## src/hdl/timer_pwm_regs.vh

```
// Register indices, field positions, reset values and encodings of the timers.
`ifndef TIMER_PWM_REGS_VH
`define TIMER_PWM_REGS_VH

`define TIMER_CONTROL_IDX 8'h88
`define TIMER_MODE_IDX 8'h89
`define TIMER0_LOW_COUNT_IDX 8'h8a
`define TIMER1_LOW_COUNT_IDX 8'h8b
`define TIMER0_HIGH_COUNT_IDX 8'h8c
`define TIMER1_HIGH_COUNT_IDX 8'h8d
`define TIMER_CONTROL_SECOND_IDX 8'h91
`define TIMER0_RELOAD_LOW_IDX 8'h92
`define TIMER1_RELOAD_LOW_IDX 8'h93
`define TIMER0_RELOAD_HIGH_IDX 8'h94
`define TIMER1_RELOAD_HIGH_IDX 8'h95

`define ADDR_UPPER_ZERO 22'h000000
`define ADDR_LANE_ZERO 2'h0

`define TCTL_TF1 7
`define TCTL_TR1 6
`define TCTL_TF0 5
`define TCTL_TR0 4

`define TIMER_MODE_T1_GATE 7
`define TIMER_MODE_T1_CT 6
`define TIMER_MODE_T1_MODE_HI 5
`define TIMER_MODE_T1_MODE_LO 4
`define TIMER_MODE_T0_GATE 3
`define TIMER_MODE_T0_CT 2
`define TIMER_MODE_T0_MODE_HI 1
`define TIMER_MODE_T0_MODE_LO 0

`define TCB_PWM1_EN 7
`define TCB_PWM0_EN 6
`define TCB_TIMER1_PRESCALE_FIELD_HI 5
`define TCB_TIMER1_PRESCALE_FIELD_LO 3
`define TCB_TIMER0_PRESCALE_FIELD_HI 2
`define TCB_TIMER0_PRESCALE_FIELD_LO 0

`define TIMER_CONTROL_SECOND_RESET 8'h24
`define BYTE_ZERO 8'h00
`define BYTE_FULL 8'hff
`define WORD_FULL 16'hffff
`define BYTE_ONE 8'h01

`define MODE_VARIABLE 2'h0
`define MODE_CASCADE16 2'h1
`define MODE_AUTO8 2'h2
`define MODE_SPLIT 2'h3

`define PIN_QUASI 2'h0
`define PIN_PUSH_PULL 2'h1
`define PIN_INPUT_ONLY 2'h2
`define PIN_OPEN_DRAIN 2'h3

`define HTRANS_ACTIVE_BIT 1

`endif

```

## src/hdl/dual_timer_pwm_unit.v

```verilog
// Two timer/counters with optional PWM output, reached over AHB-Lite.
//
// Implementation choice: register access over AHB-Lite.
`timescale 1ns/1ns
`include "timer_pwm_regs.vh"

// Notes on behaviour
// - Mode 2: low byte reloads from high byte
// - Mode 3: timer0 low byte uses timer0 controls
// - Mode 3: timer0 high byte runs on timer1 run
// - Mode 0: timer1 low active bits = prescale+1
// - Mode 0: timer0 low active bits = prescale+1
// - Each timer's own enable selects PWM
// - PWM waveform driven on that timer's pin
// - PWM: high count counts, high reload compares
// - Output goes high at count 00H
// - Output goes low at compare match
// - Compare updates only at FFH to 00H wrap
// - Compare 00H holds output low
// - PWM works only in modes 0 and 1
// - Mode 0 PWM: low byte logarithmic prescaler
// - Mode 1 PWM: low byte reloading linear prescaler
// - Quasi or output pin: full push-pull drive
// - Port bit toggling counts as external events except on an input-only pin
// - Gate set: run needs request pin high
module dual_timer_pwm_unit
(
    input wire core_clk_in,
    input wire rst_in,
    input wire hsel_in,
    input wire [31:0] haddr_in,
    input wire [1:0] htrans_in,
    input wire hwrite_in,
    input wire [2:0] hsize_in,
    input wire [31:0] hwdata_in,
    input wire hready_in,
    output wire hreadyout_out,
    output wire hresp_out,
    output wire [31:0] hrdata_out,
    input wire external_request_pin0_in,
    input wire external_request_pin1_in,
    input wire port_bit_timer0_pin_in,
    input wire port_bit_timer1_pin_in,
    input wire [1:0] timer0_pin_mode_in,
    input wire [1:0] timer1_pin_mode_in,
    input wire timer0_pin_in,
    output wire timer0_pin_out,
    output wire timer0_pin_oe_out,
    input wire timer1_pin_in,
    output wire timer1_pin_out,
    output wire timer1_pin_oe_out
);
    localparam [3:0] ST_IDLE = 4'b0001;
    localparam [3:0] ST_WRITE = 4'b0010;
    localparam [3:0] ST_RDWAIT = 4'b0100;
    localparam [3:0] ST_RDDONE = 4'b1000;

    reg [3:0] state_q;
    reg [3:0] state_d;
    reg [7:0] addr_idx_q;
    reg addr_ok_q;
    reg [31:0] hrdata_q;

    reg [7:0] timer_control_q;
    reg [7:0] timer_mode_q;
    reg [7:0] timer_control_second_q;
    reg [7:0] timer0_low_count_q;
    reg [7:0] timer1_low_count_q;
    reg [7:0] timer0_high_count_q;
    reg [7:0] timer1_high_count_q;
    reg [7:0] timer0_reload_low_q;
    reg [7:0] timer1_reload_low_q;
    reg [7:0] timer0_reload_high_q;
    reg [7:0] timer1_reload_high_q;
    reg [7:0] cmp0_q;
    reg [7:0] cmp1_q;
    reg pwm0_q;
    reg pwm1_q;
    reg src0_prev_q;
    reg src1_prev_q;

    wire int0_s;
    wire int1_s;
    wire pin0_s;
    wire pin1_s;

    pin_sync3 u_sync_int0
    (
        .core_clk_in(core_clk_in),
        .rst_in(rst_in),
        .async_in(external_request_pin0_in),
        .level_out(int0_s)
    );

    pin_sync3 u_sync_int1
    (
        .core_clk_in(core_clk_in),
        .rst_in(rst_in),
        .async_in(external_request_pin1_in),
        .level_out(int1_s)
    );

    pin_sync3 u_sync_pin0
    (
        .core_clk_in(core_clk_in),
        .rst_in(rst_in),
        .async_in(timer0_pin_in),
        .level_out(pin0_s)
    );

    pin_sync3 u_sync_pin1
    (
        .core_clk_in(core_clk_in),
        .rst_in(rst_in),
        .async_in(timer1_pin_in),
        .level_out(pin1_s)
    );

    // Next count state of one timer: {overflow, high wrap, high, low}.
    function [17:0] step;
        input [1:0] mode;
        input pwm;
        input [2:0] psc;
        input [7:0] l;
        input [7:0] h;
        input [7:0] rl;
        input [7:0] rh;
        reg [7:0] mask;
        reg [7:0] l_n;
        reg [7:0] h_n;
        reg ovf;
        reg hwrap;
        begin
            mask = ~(`BYTE_FULL << ({1'b0, psc} + 4'd1));
            l_n = l + `BYTE_ONE;
            h_n = h;
            ovf = 1'b0;
            hwrap = 1'b0;
            case (mode)
                `MODE_VARIABLE:
                begin
                    if ((l & mask) == mask)
                    begin
                        l_n = l & ~mask;
                        h_n = h + `BYTE_ONE;
                        hwrap = (h == `BYTE_FULL);
                        ovf = ~pwm & (h == `BYTE_FULL);
                    end
                end
                `MODE_CASCADE16:
                begin
                    if (pwm && l == `BYTE_FULL)
                    begin
                        l_n = rl;
                        h_n = h + `BYTE_ONE;
                        hwrap = (h == `BYTE_FULL);
                    end
                    else if (!pwm && {h, l} == `WORD_FULL)
                    begin
                        l_n = rl;
                        h_n = rh;
                        ovf = 1'b1;
                    end
                    else if (!pwm && l == `BYTE_FULL)
                    begin
                        h_n = h + `BYTE_ONE;
                    end
                end
                `MODE_AUTO8:
                begin
                    if (l == `BYTE_FULL)
                    begin
                        l_n = h;
                        ovf = 1'b1;
                    end
                end
                default:
                begin
                    ovf = (l == `BYTE_FULL);
                end
            endcase
            step = {ovf, hwrap, h_n, l_n};
        end
    endfunction

    // Bus slave: writes finish with no wait, reads take one wait state.
    wire take = hsel_in & htrans_in[`HTRANS_ACTIVE_BIT] & hready_in;
    wire addr_ok = (haddr_in[31:10] == `ADDR_UPPER_ZERO) &&
        (haddr_in[1:0] == `ADDR_LANE_ZERO);
    wire wr_en = (state_q == ST_WRITE) & addr_ok_q;

    always @*
    begin
        state_d = ST_IDLE;
        case (state_q)
            ST_RDWAIT:
            begin
                state_d = ST_RDDONE;
            end
            default:
            begin
                if (take)
                begin
                    state_d = hwrite_in ? ST_WRITE : ST_RDWAIT;
                end
            end
        endcase
    end

    function [7:0] rd_mux;
        input [7:0] idx;
        begin
            if (idx == `TIMER_CONTROL_IDX)
                rd_mux = timer_control_q;
            else if (idx == `TIMER_MODE_IDX)
                rd_mux = timer_mode_q;
            else if (idx == `TIMER0_LOW_COUNT_IDX)
                rd_mux = timer0_low_count_q;
            else if (idx == `TIMER1_LOW_COUNT_IDX)
                rd_mux = timer1_low_count_q;
            else if (idx == `TIMER0_HIGH_COUNT_IDX)
                rd_mux = timer0_high_count_q;
            else if (idx == `TIMER1_HIGH_COUNT_IDX)
                rd_mux = timer1_high_count_q;
            else if (idx == `TIMER_CONTROL_SECOND_IDX)
                rd_mux = timer_control_second_q;
            else if (idx == `TIMER0_RELOAD_LOW_IDX)
                rd_mux = timer0_reload_low_q;
            else if (idx == `TIMER1_RELOAD_LOW_IDX)
                rd_mux = timer1_reload_low_q;
            else if (idx == `TIMER0_RELOAD_HIGH_IDX)
                rd_mux = timer0_reload_high_q;
            else if (idx == `TIMER1_RELOAD_HIGH_IDX)
                rd_mux = timer1_reload_high_q;
            else
                rd_mux = `BYTE_ZERO;
        end
    endfunction

    always @(posedge core_clk_in)
    begin
        if (rst_in)
        begin
            state_q <= ST_IDLE;
            addr_idx_q <= `BYTE_ZERO;
            addr_ok_q <= 1'b0;
            hrdata_q <= 32'h00000000;
        end
        else
        begin
            state_q <= state_d;
            if (take)
            begin
                addr_idx_q <= haddr_in[9:2];
                addr_ok_q <= addr_ok;
            end
            if (state_q == ST_RDWAIT)
            begin
                hrdata_q <= {24'h000000,
                    addr_ok_q ? rd_mux(addr_idx_q) : `BYTE_ZERO};
            end
        end
    end

    assign hreadyout_out = (state_q != ST_RDWAIT);
    assign hresp_out = 1'b0;
    assign hrdata_out = hrdata_q;

    // Field decode.
    wire [1:0] mode0 = timer_mode_q[`TIMER_MODE_T0_MODE_HI:`TIMER_MODE_T0_MODE_LO];
    wire [1:0] mode1 = timer_mode_q[`TIMER_MODE_T1_MODE_HI:`TIMER_MODE_T1_MODE_LO];
    wire [2:0] timer0_prescale_field = timer_control_second_q[`TCB_TIMER0_PRESCALE_FIELD_HI:`TCB_TIMER0_PRESCALE_FIELD_LO];
    wire [2:0] timer1_prescale_field = timer_control_second_q[`TCB_TIMER1_PRESCALE_FIELD_HI:`TCB_TIMER1_PRESCALE_FIELD_LO];
    wire tr0 = timer_control_q[`TCTL_TR0];
    wire tr1 = timer_control_q[`TCTL_TR1];
    wire t0_split = (mode0 == `MODE_SPLIT);

    wire pwm0_on = timer_control_second_q[`TCB_PWM0_EN] &
        ~mode0[1];
    wire pwm1_on = timer_control_second_q[`TCB_PWM1_EN] &
        ~mode1[1];

    // Count sources; on a driven pin the port bit gates the level.
    wire src0 = (timer0_pin_mode_in == `PIN_INPUT_ONLY) ? pin0_s :
        (pin0_s & port_bit_timer0_pin_in);
    wire src1 = (timer1_pin_mode_in == `PIN_INPUT_ONLY) ? pin1_s :
        (pin1_s & port_bit_timer1_pin_in);
    wire fall0 = src0_prev_q & ~src0;
    wire fall1 = src1_prev_q & ~src1;

    wire run0 = tr0 & (~timer_mode_q[`TIMER_MODE_T0_GATE] | int0_s);
    wire run1 = tr1 & (~timer_mode_q[`TIMER_MODE_T1_GATE] | int1_s) &
        (mode1 != `MODE_SPLIT);
    // Source select must stay clear in PWM; nothing forces it clear, so when it is set a pin edge drives the tick.
    wire tick0 = run0 & (timer_mode_q[`TIMER_MODE_T0_CT] ? fall0 : 1'b1);
    wire tick1 = run1 & (timer_mode_q[`TIMER_MODE_T1_CT] ? fall1 : 1'b1);

    wire [17:0] nxt0 = step(mode0, pwm0_on, timer0_prescale_field, timer0_low_count_q,
        timer0_high_count_q, timer0_reload_low_q, timer0_reload_high_q);
    wire [17:0] nxt1 = step(mode1, pwm1_on, timer1_prescale_field, timer1_low_count_q,
        timer1_high_count_q, timer1_reload_low_q, timer1_reload_high_q);

    // In split mode the timer0 high byte is a plain timer on timer1 run.
    wire h0_split_tick = t0_split & tr1;
    wire [7:0] h0_next = t0_split ?
        (h0_split_tick ? timer0_high_count_q + `BYTE_ONE :
        timer0_high_count_q) :
        (tick0 ? nxt0[15:8] : timer0_high_count_q);
    wire [7:0] l0_next = tick0 ? nxt0[7:0] : timer0_low_count_q;
    wire [7:0] h1_next = tick1 ? nxt1[15:8] : timer1_high_count_q;
    wire [7:0] l1_next = tick1 ? nxt1[7:0] : timer1_low_count_q;
    wire set_tf0 = tick0 & nxt0[17];
    wire set_tf1 = (h0_split_tick & (timer0_high_count_q == `BYTE_FULL)) |
        (tick1 & nxt1[17] & ~t0_split);
    wire wrap0 = tick0 & nxt0[16] & pwm0_on;
    wire wrap1 = tick1 & nxt1[16] & pwm1_on;

    function wr_hit;
        input [7:0] idx;
        begin
            wr_hit = wr_en & (addr_idx_q == idx);
        end
    endfunction

    wire [7:0] wdata = hwdata_in[7:0];

    always @(posedge core_clk_in)
    begin
        if (rst_in)
        begin
            timer_control_q <= `BYTE_ZERO;
            timer_mode_q <= `BYTE_ZERO;
            timer_control_second_q <= `TIMER_CONTROL_SECOND_RESET;
            timer0_low_count_q <= `BYTE_ZERO;
            timer1_low_count_q <= `BYTE_ZERO;
            timer0_high_count_q <= `BYTE_ZERO;
            timer1_high_count_q <= `BYTE_ZERO;
            timer0_reload_low_q <= `BYTE_ZERO;
            timer1_reload_low_q <= `BYTE_ZERO;
            timer0_reload_high_q <= `BYTE_ZERO;
            timer1_reload_high_q <= `BYTE_ZERO;
            cmp0_q <= `BYTE_ZERO;
            cmp1_q <= `BYTE_ZERO;
            src0_prev_q <= 1'b0;
            src1_prev_q <= 1'b0;
        end
        else
        begin
            src0_prev_q <= src0;
            src1_prev_q <= src1;
            // Overflow flags: a hardware set wins over a software clear.
            if (wr_hit(`TIMER_CONTROL_IDX))
                timer_control_q <= wdata |
                    {set_tf1, 1'b0, set_tf0, 5'h00};
            else
                timer_control_q <= timer_control_q |
                    {set_tf1, 1'b0, set_tf0, 5'h00};
            if (wr_hit(`TIMER_MODE_IDX))
                timer_mode_q <= wdata;
            if (wr_hit(`TIMER_CONTROL_SECOND_IDX))
                timer_control_second_q <= wdata;
            timer0_low_count_q <= wr_hit(`TIMER0_LOW_COUNT_IDX) ?
                wdata : l0_next;
            timer1_low_count_q <= wr_hit(`TIMER1_LOW_COUNT_IDX) ?
                wdata : l1_next;
            timer0_high_count_q <= wr_hit(`TIMER0_HIGH_COUNT_IDX) ?
                wdata : h0_next;
            timer1_high_count_q <= wr_hit(`TIMER1_HIGH_COUNT_IDX) ?
                wdata : h1_next;
            if (wr_hit(`TIMER0_RELOAD_LOW_IDX))
                timer0_reload_low_q <= wdata;
            if (wr_hit(`TIMER1_RELOAD_LOW_IDX))
                timer1_reload_low_q <= wdata;
            if (wr_hit(`TIMER0_RELOAD_HIGH_IDX))
                timer0_reload_high_q <= wdata;
            if (wr_hit(`TIMER1_RELOAD_HIGH_IDX))
                timer1_reload_high_q <= wdata;
            // While PWM runs the compare copy changes only at the wrap.
            if (!pwm0_on || wrap0)
                cmp0_q <= timer0_reload_high_q;
            if (!pwm1_on || wrap1)
                cmp1_q <= timer1_reload_high_q;
        end
    end

    // Waveform: high at count zero, low at the compare match.
    wire [7:0] cmp0_use = wrap0 ? timer0_reload_high_q : cmp0_q;
    wire [7:0] cmp1_use = wrap1 ? timer1_reload_high_q : cmp1_q;

    always @(posedge core_clk_in)
    begin
        if (rst_in)
        begin
            pwm0_q <= 1'b0;
            pwm1_q <= 1'b0;
        end
        else
        begin
            if (cmp0_use == `BYTE_ZERO)
                pwm0_q <= 1'b0;
            else if (timer0_high_count_q == cmp0_use)
                pwm0_q <= 1'b0;
            else if (timer0_high_count_q == `BYTE_ZERO)
                pwm0_q <= 1'b1;
            if (cmp1_use == `BYTE_ZERO)
                pwm1_q <= 1'b0;
            else if (timer1_high_count_q == cmp1_use)
                pwm1_q <= 1'b0;
            else if (timer1_high_count_q == `BYTE_ZERO)
                pwm1_q <= 1'b1;
        end
    end

    // Pin drive follows the port's configuration, which software sets.
    wire pp0 = (timer0_pin_mode_in == `PIN_QUASI) ||
        (timer0_pin_mode_in == `PIN_PUSH_PULL);
    wire pp1 = (timer1_pin_mode_in == `PIN_QUASI) ||
        (timer1_pin_mode_in == `PIN_PUSH_PULL);
    wire od0 = (timer0_pin_mode_in == `PIN_OPEN_DRAIN);
    wire od1 = (timer1_pin_mode_in == `PIN_OPEN_DRAIN);

    assign timer0_pin_out = pp0 & pwm0_q;
    assign timer0_pin_oe_out = pwm0_on & (pp0 | (od0 & ~pwm0_q));
    assign timer1_pin_out = pp1 & pwm1_q;
    assign timer1_pin_oe_out = pwm1_on & (pp1 | (od1 & ~pwm1_q));
endmodule

```

## src/hdl/pin_sync3.v

```verilog
// Three-stage input synchroniser whose output changes once stages two and three agree.
`timescale 1ns/1ns
module pin_sync3
(
    input wire core_clk_in,
    input wire rst_in,
    input wire async_in,
    output wire level_out
);
    reg s1_q;
    reg s2_q;
    reg s3_q;
    reg level_q;

    always @(posedge core_clk_in)
    begin
        if (rst_in)
        begin
            s1_q <= 1'b0;
            s2_q <= 1'b0;
            s3_q <= 1'b0;
            level_q <= 1'b0;
        end
        else
        begin
            s1_q <= async_in;
            s2_q <= s1_q;
            s3_q <= s2_q;
            if (s2_q == s3_q)
            begin
                level_q <= s3_q;
            end
        end
    end

    assign level_out = level_q;
endmodule

```

## config.mk

```make
export PLATFORM = sky130hd
export DESIGN_NAME = dual_timer_pwm_unit
export DESIGN_NICKNAME = d
export VERILOG_FILES = /design/src/hdl/dual_timer_pwm_unit.v /design/src/hdl/pin_sync3.v
export VERILOG_INCLUDE_DIRS = /design/src /design/src/hdl
export SDC_FILE = /design/constraint.sdc
export NUM_CORES = 1
export LEC_CHECK = 0
export BUFFER_PORTS_ARGS = -buffer_cell sky130_fd_sc_hd__buf_2
export CORE_ASPECT_RATIO = 0.75
export CORE_UTILIZATION = 60
export CTS_BUF_LIST = sky130_fd_sc_hd__clkbuf_8 sky130_fd_sc_hd__clkbuf_16
export CTS_CLUSTER_DIAMETER = 30
export DETAILED_ROUTE_END_ITERATION = 7
export PLACE_DENSITY = 0.82
export SLEW_MARGIN = 20
export SYNTH_ARGS = -nofsm -noshare
export SYNTH_HDL_FRONTEND = slang
export SYNTH_SLANG_ARGS = --single-unit
```

## constraint.sdc

```tcl
create_clock -name core_clk_in -period 6.1 [get_ports core_clk_in]
set_clock_uncertainty 0.05 [all_clocks]
set_input_delay 0.305 -clock core_clk_in [delete_from_list [all_inputs] [get_ports core_clk_in]]
set_output_delay 0.305 -clock core_clk_in [all_outputs]
set_load 0.01 [all_outputs]
```

==> results.md <==
* Via Count at 8887
* CTS clock-pin slew for the worst setup and hold paths at 70 ps
* Antenna diodes at 0
* PD cells at 222.3 mW/mm2
* Syn Std Cell Area at 0.008757 mm2
* Net Switching at 0.5377 mW
* Depth of the CTS H-tree at 4
* Crit path cell chain: ha_1 -> ha_1 -> a31oi_1 -> a21o_1 -> and4_1 -> a31oi_1 -> or4_4 -> mux2_1 -> a222oi_1 -> a41oi_1
* Placer congestion estimate at 1.008
* Area of the multi-input gates at 0.005326 mm2
* First-pass GRT wire length at 44190 um
* Startpoint type of the worst setup path: flop
* Max-slew violation count at 0
* Power, Total at 2.133 mW
* Max Clk Rate at 277.2 MHz
* Max Cap Viol at 0
* P_leak at 3.679 nW
* Vias per cell at 6.459
* Post-Syn Instances at 1149
* Core Area at 0.01398 mm2
* Critical path peak fanout at 11
* Wire per inst at 20.65 um
* Seq/Total Area, Yosys at 33.15%
* Placement Setup Slack at 2619 ps
* Worst path required time at 6340 ps
* Register area at 0.002903 mm2
* DR pass1 iterations at 6
* Hold Path Depth at 2
* Inst Count DP at 1343
* Post-Place Cell Area at 0.008985 mm2
* CTS root buf: clkbuf_16
* Clock Sinks at 145
* All-layer global routing usage at 38.38%
* Async S/R FF share, synth at 0%
* Worst endpoint data arrival time at 3850 ps
* GRT busiest layer: met1
* Biggest area consumer among synthesized cells: dfxtp_1
* Met2 Use GR at 54.88%
* Clock Latency Late Sink at 430 ps
* Comb pwr share at 4.5%
* Resized Gates After CTS at 0
* Starting density of the core at 62.64%
* Post-DP HPWL at 19960 um
* Kind of end point of the critical path: flop
* Worst Reg-to-Reg Cells at 10
* # IOs at 122
* Row count at 37
* Fillers at 1194
* Area share of the largest cell type after synthesis at 33.15%
* Setup TNS at 0 ps
* ANT nets after route at 0
* DIE WIDTH at 141.5 um
* Total Routed Length at 28420 um
* Avg Inst Size Synth at 7.622 um2
* Vias in the first global route at 7928
* Area contributors post-synth: dfxtp_1, mux2i_1, nand2_1
* Die area at 0.01509 mm2
* Worst Slack Setup Final at 2493 ps
* # DRC at 0
* Primary FF master, synth: dfxtp_1
* Yosys warnings at 0
* Levels on crit path at 10
* Fin. Hold Viols at 0
* Hold WC Path Type: in2reg
* Grt total ovfl at 0
* Post-route cell area at 0.009594 mm2
* Distinct cell type count after synthesis at 76
* Met1 Use GR at 56.05%
* Period minus WS final at 3607 ps
* Switching part of the total at 25.21%
* Power Internal at 1.595 mW
* Initial antenna violation count at 0
* Layout cells sized above 1 at 10.67%
* Crit-path slowest cell: dfxtp_1
* Period utilization at 59.14%
* P&R area growth vs syn at 9.558%
* Nets at 1264
* CTS tree: built
* Inserted Clock Buffers at 17
* Final setup violation count at 0
* Family with the most delay on the worst path: compound AO/OA/AOI/OAI gates
* VDD IR max at 0.0002082 V
* Number of enable flip-flop cells after synthesis at 0
* Kind of critical path: reg2reg
* Clock Path Buffers at 2
* Slew @ Worst Pin at 966.8 ps
* Flop pwr share at 44.9%
* Die Height at 106.6 um
* IO Port Bufs at 68
* Largest net degree at the start of global routing at 77
* Clock power frac at 50.6%
* Relative slew slack at 35.31%
* M3 GR Usage at 9.960%
* Initial DRC count at 1261
* Fin cells at 1376
* Unrepaired setup endpoints after global routing: no
* WP buf/inv at 0
* Post-synthesis register bit count at 145
* Crit-path max cell delay at 560 ps
* Status: completed
state kept, by name (all words and copies together), names as in the netlist, 4 cells and up:
name	cells
timer1_high_count_q	8
timer0_reload_low_q	8
timer1_reload_high_q	8
cmp1_q	8
addr_idx_q	8
hrdata_out	8
timer0_high_count_q	8
timer_control_second_q	8
timer_control_q	8
timer1_low_count_q	8
timer1_reload_low_q	8
state_q	4
timer0_reload_high_q	8
cmp0_q	8
timer0_low_count_q	8
timer_mode_q	8
worst register-to-register path, delay by kind of cell (launching register included):
| family | cells | cell delay (ps) |
|---|---|---|
| flops | 1 | 560 |
| simple gates | 2 | 860 |
| compound gates | 5 | 1090 |
| fa+ha+maj | 2 | 570 |
| mux | 1 | 340 |
worst paths after layout:
path	start	end	slack (ps)
setup / recovery	timer_control_second_q[4]$_SDFFE_PP0P_	pwm1_q$_SDFFE_PP0N_	2490
hold / removal	timer1_pin_in	u_sync_pin1.s1_q$_SDFF_PP0_	40
setup reg to reg	timer_control_second_q[4]$_SDFFE_PP0P_	pwm1_q$_SDFFE_PP0N_	2490
hold reg to reg	u_sync_pin0.s1_q$_SDFF_PP0_	u_sync_pin0.s2_q$_SDFF_PP0_	400
layout by cell type (no fill, tap or decap), types with 9 or more instances in the layout:
cell type	instances
nand2_1	147
dfxtp_1	145
nor2_1	137
a21oi_1	97
o21ai_0	68
mux2i_1	68
buf_2	67
inv_1	31
nand3_1	30
nor2b_1	27
a211oi_1	26
conb_1	25
nor3_1	23
nor4_1	20
and3_1	17
clkbuf_16	17
o22ai_1	16
xnor2_1	15
a221oi_1	15
a22oi_1	14
ha_1	12
o211ai_1	9
what timing repair did:
item,in CTS,in global routing
endpoints found under the setup margin,0,0
hold buffers,1,0
setup buffers,0,0
hold endpoints to repair,1,0
through the flow:
step | util (%) | hold slack (ps)
after floorplan | - | 333.5
after global placement | 64.27 | 364.6
final | 68.62 | 37.31
after global routing | 68.62 | 63.35
after detailed placement | 64.27 | 394.1
after CTS | 68.62 | 34.11
per-layer routing:
layer  part of all wire (%)  vias up
met3                     12       58
met5                   0.18        -
met1                     44     4186
met2                     42      513
li1                       -     4128
met4                    1.6        2
area by class of cell:
class / count / area share (%)
inverters: 33 / 1.291
well taps: 195 / 2.543
clock inverters: 15 / 1.813
flip-flops and latches: 145 / 30.26
clock buffers: 17 / 4.434
repair buffers: 75 / 4.147
multi-input cells: 896 / 55.52
synthesized netlist by cell type (all sizes together) (4+ instances only):
cell / n
nand2b: 4
o2111ai: 4
o211ai: 9
inv: 33
xnor2: 15
nor2b: 27
mux2: 7
or2: 4
a211o: 4
o21bai: 8
nand2: 147
nor4b: 4
buf: 40
a21oi: 97
a211oi: 26
nor4: 21
and3: 17
o2bb2ai: 4
a221oi: 16
a22oi: 14
o22ai: 16
nor2: 138
dfxtp: 145
xor2: 8
nand3: 30
ha: 12
clkbuf: 59
nand4: 8
a31oi: 6
mux2i: 68
nor3: 23
a2111oi: 4
o21ai: 69
a21o: 7
a41oi: 5
power groups by stage:
| stage | combinational, mW | sequential, mW | clock [mW] |
|---|---|---|---|
| after detailed placement | 0.0896 | 0.979 | 0 |
| after floorplan | 0.0642 | 0.976 | 0 |
| final | 0.0950 | 0.958 | 1.08 |
| after CTS | 0.0906 | 0.958 | 1.08 |
| after global routing | 0.100 | 0.958 | 1.12 |
| after global placement | 0.0888 | 0.979 | 0 |
logic make-up (layout without fill, tap and decap cells):
kind of cell / after synthesis / after routing / synth area share (%)
XOR/XNOR: 23 / 23 / 2.300
AO/OA/AOI/OAI: 319 / 319 / 23.75
flip-flops: 145 / 145 / 33.15
adder cells (fa/ha/maj): 12 / 12 / 1.714
multiplexers: 75 / 75 / 8.673
buffers and inverters: 132 / 140 / 7.058
other: 1 / 25 / 0.04282
AND/OR/NAND/NOR: 442 / 442 / 23.32
Power figures use the tool's default switching activity.
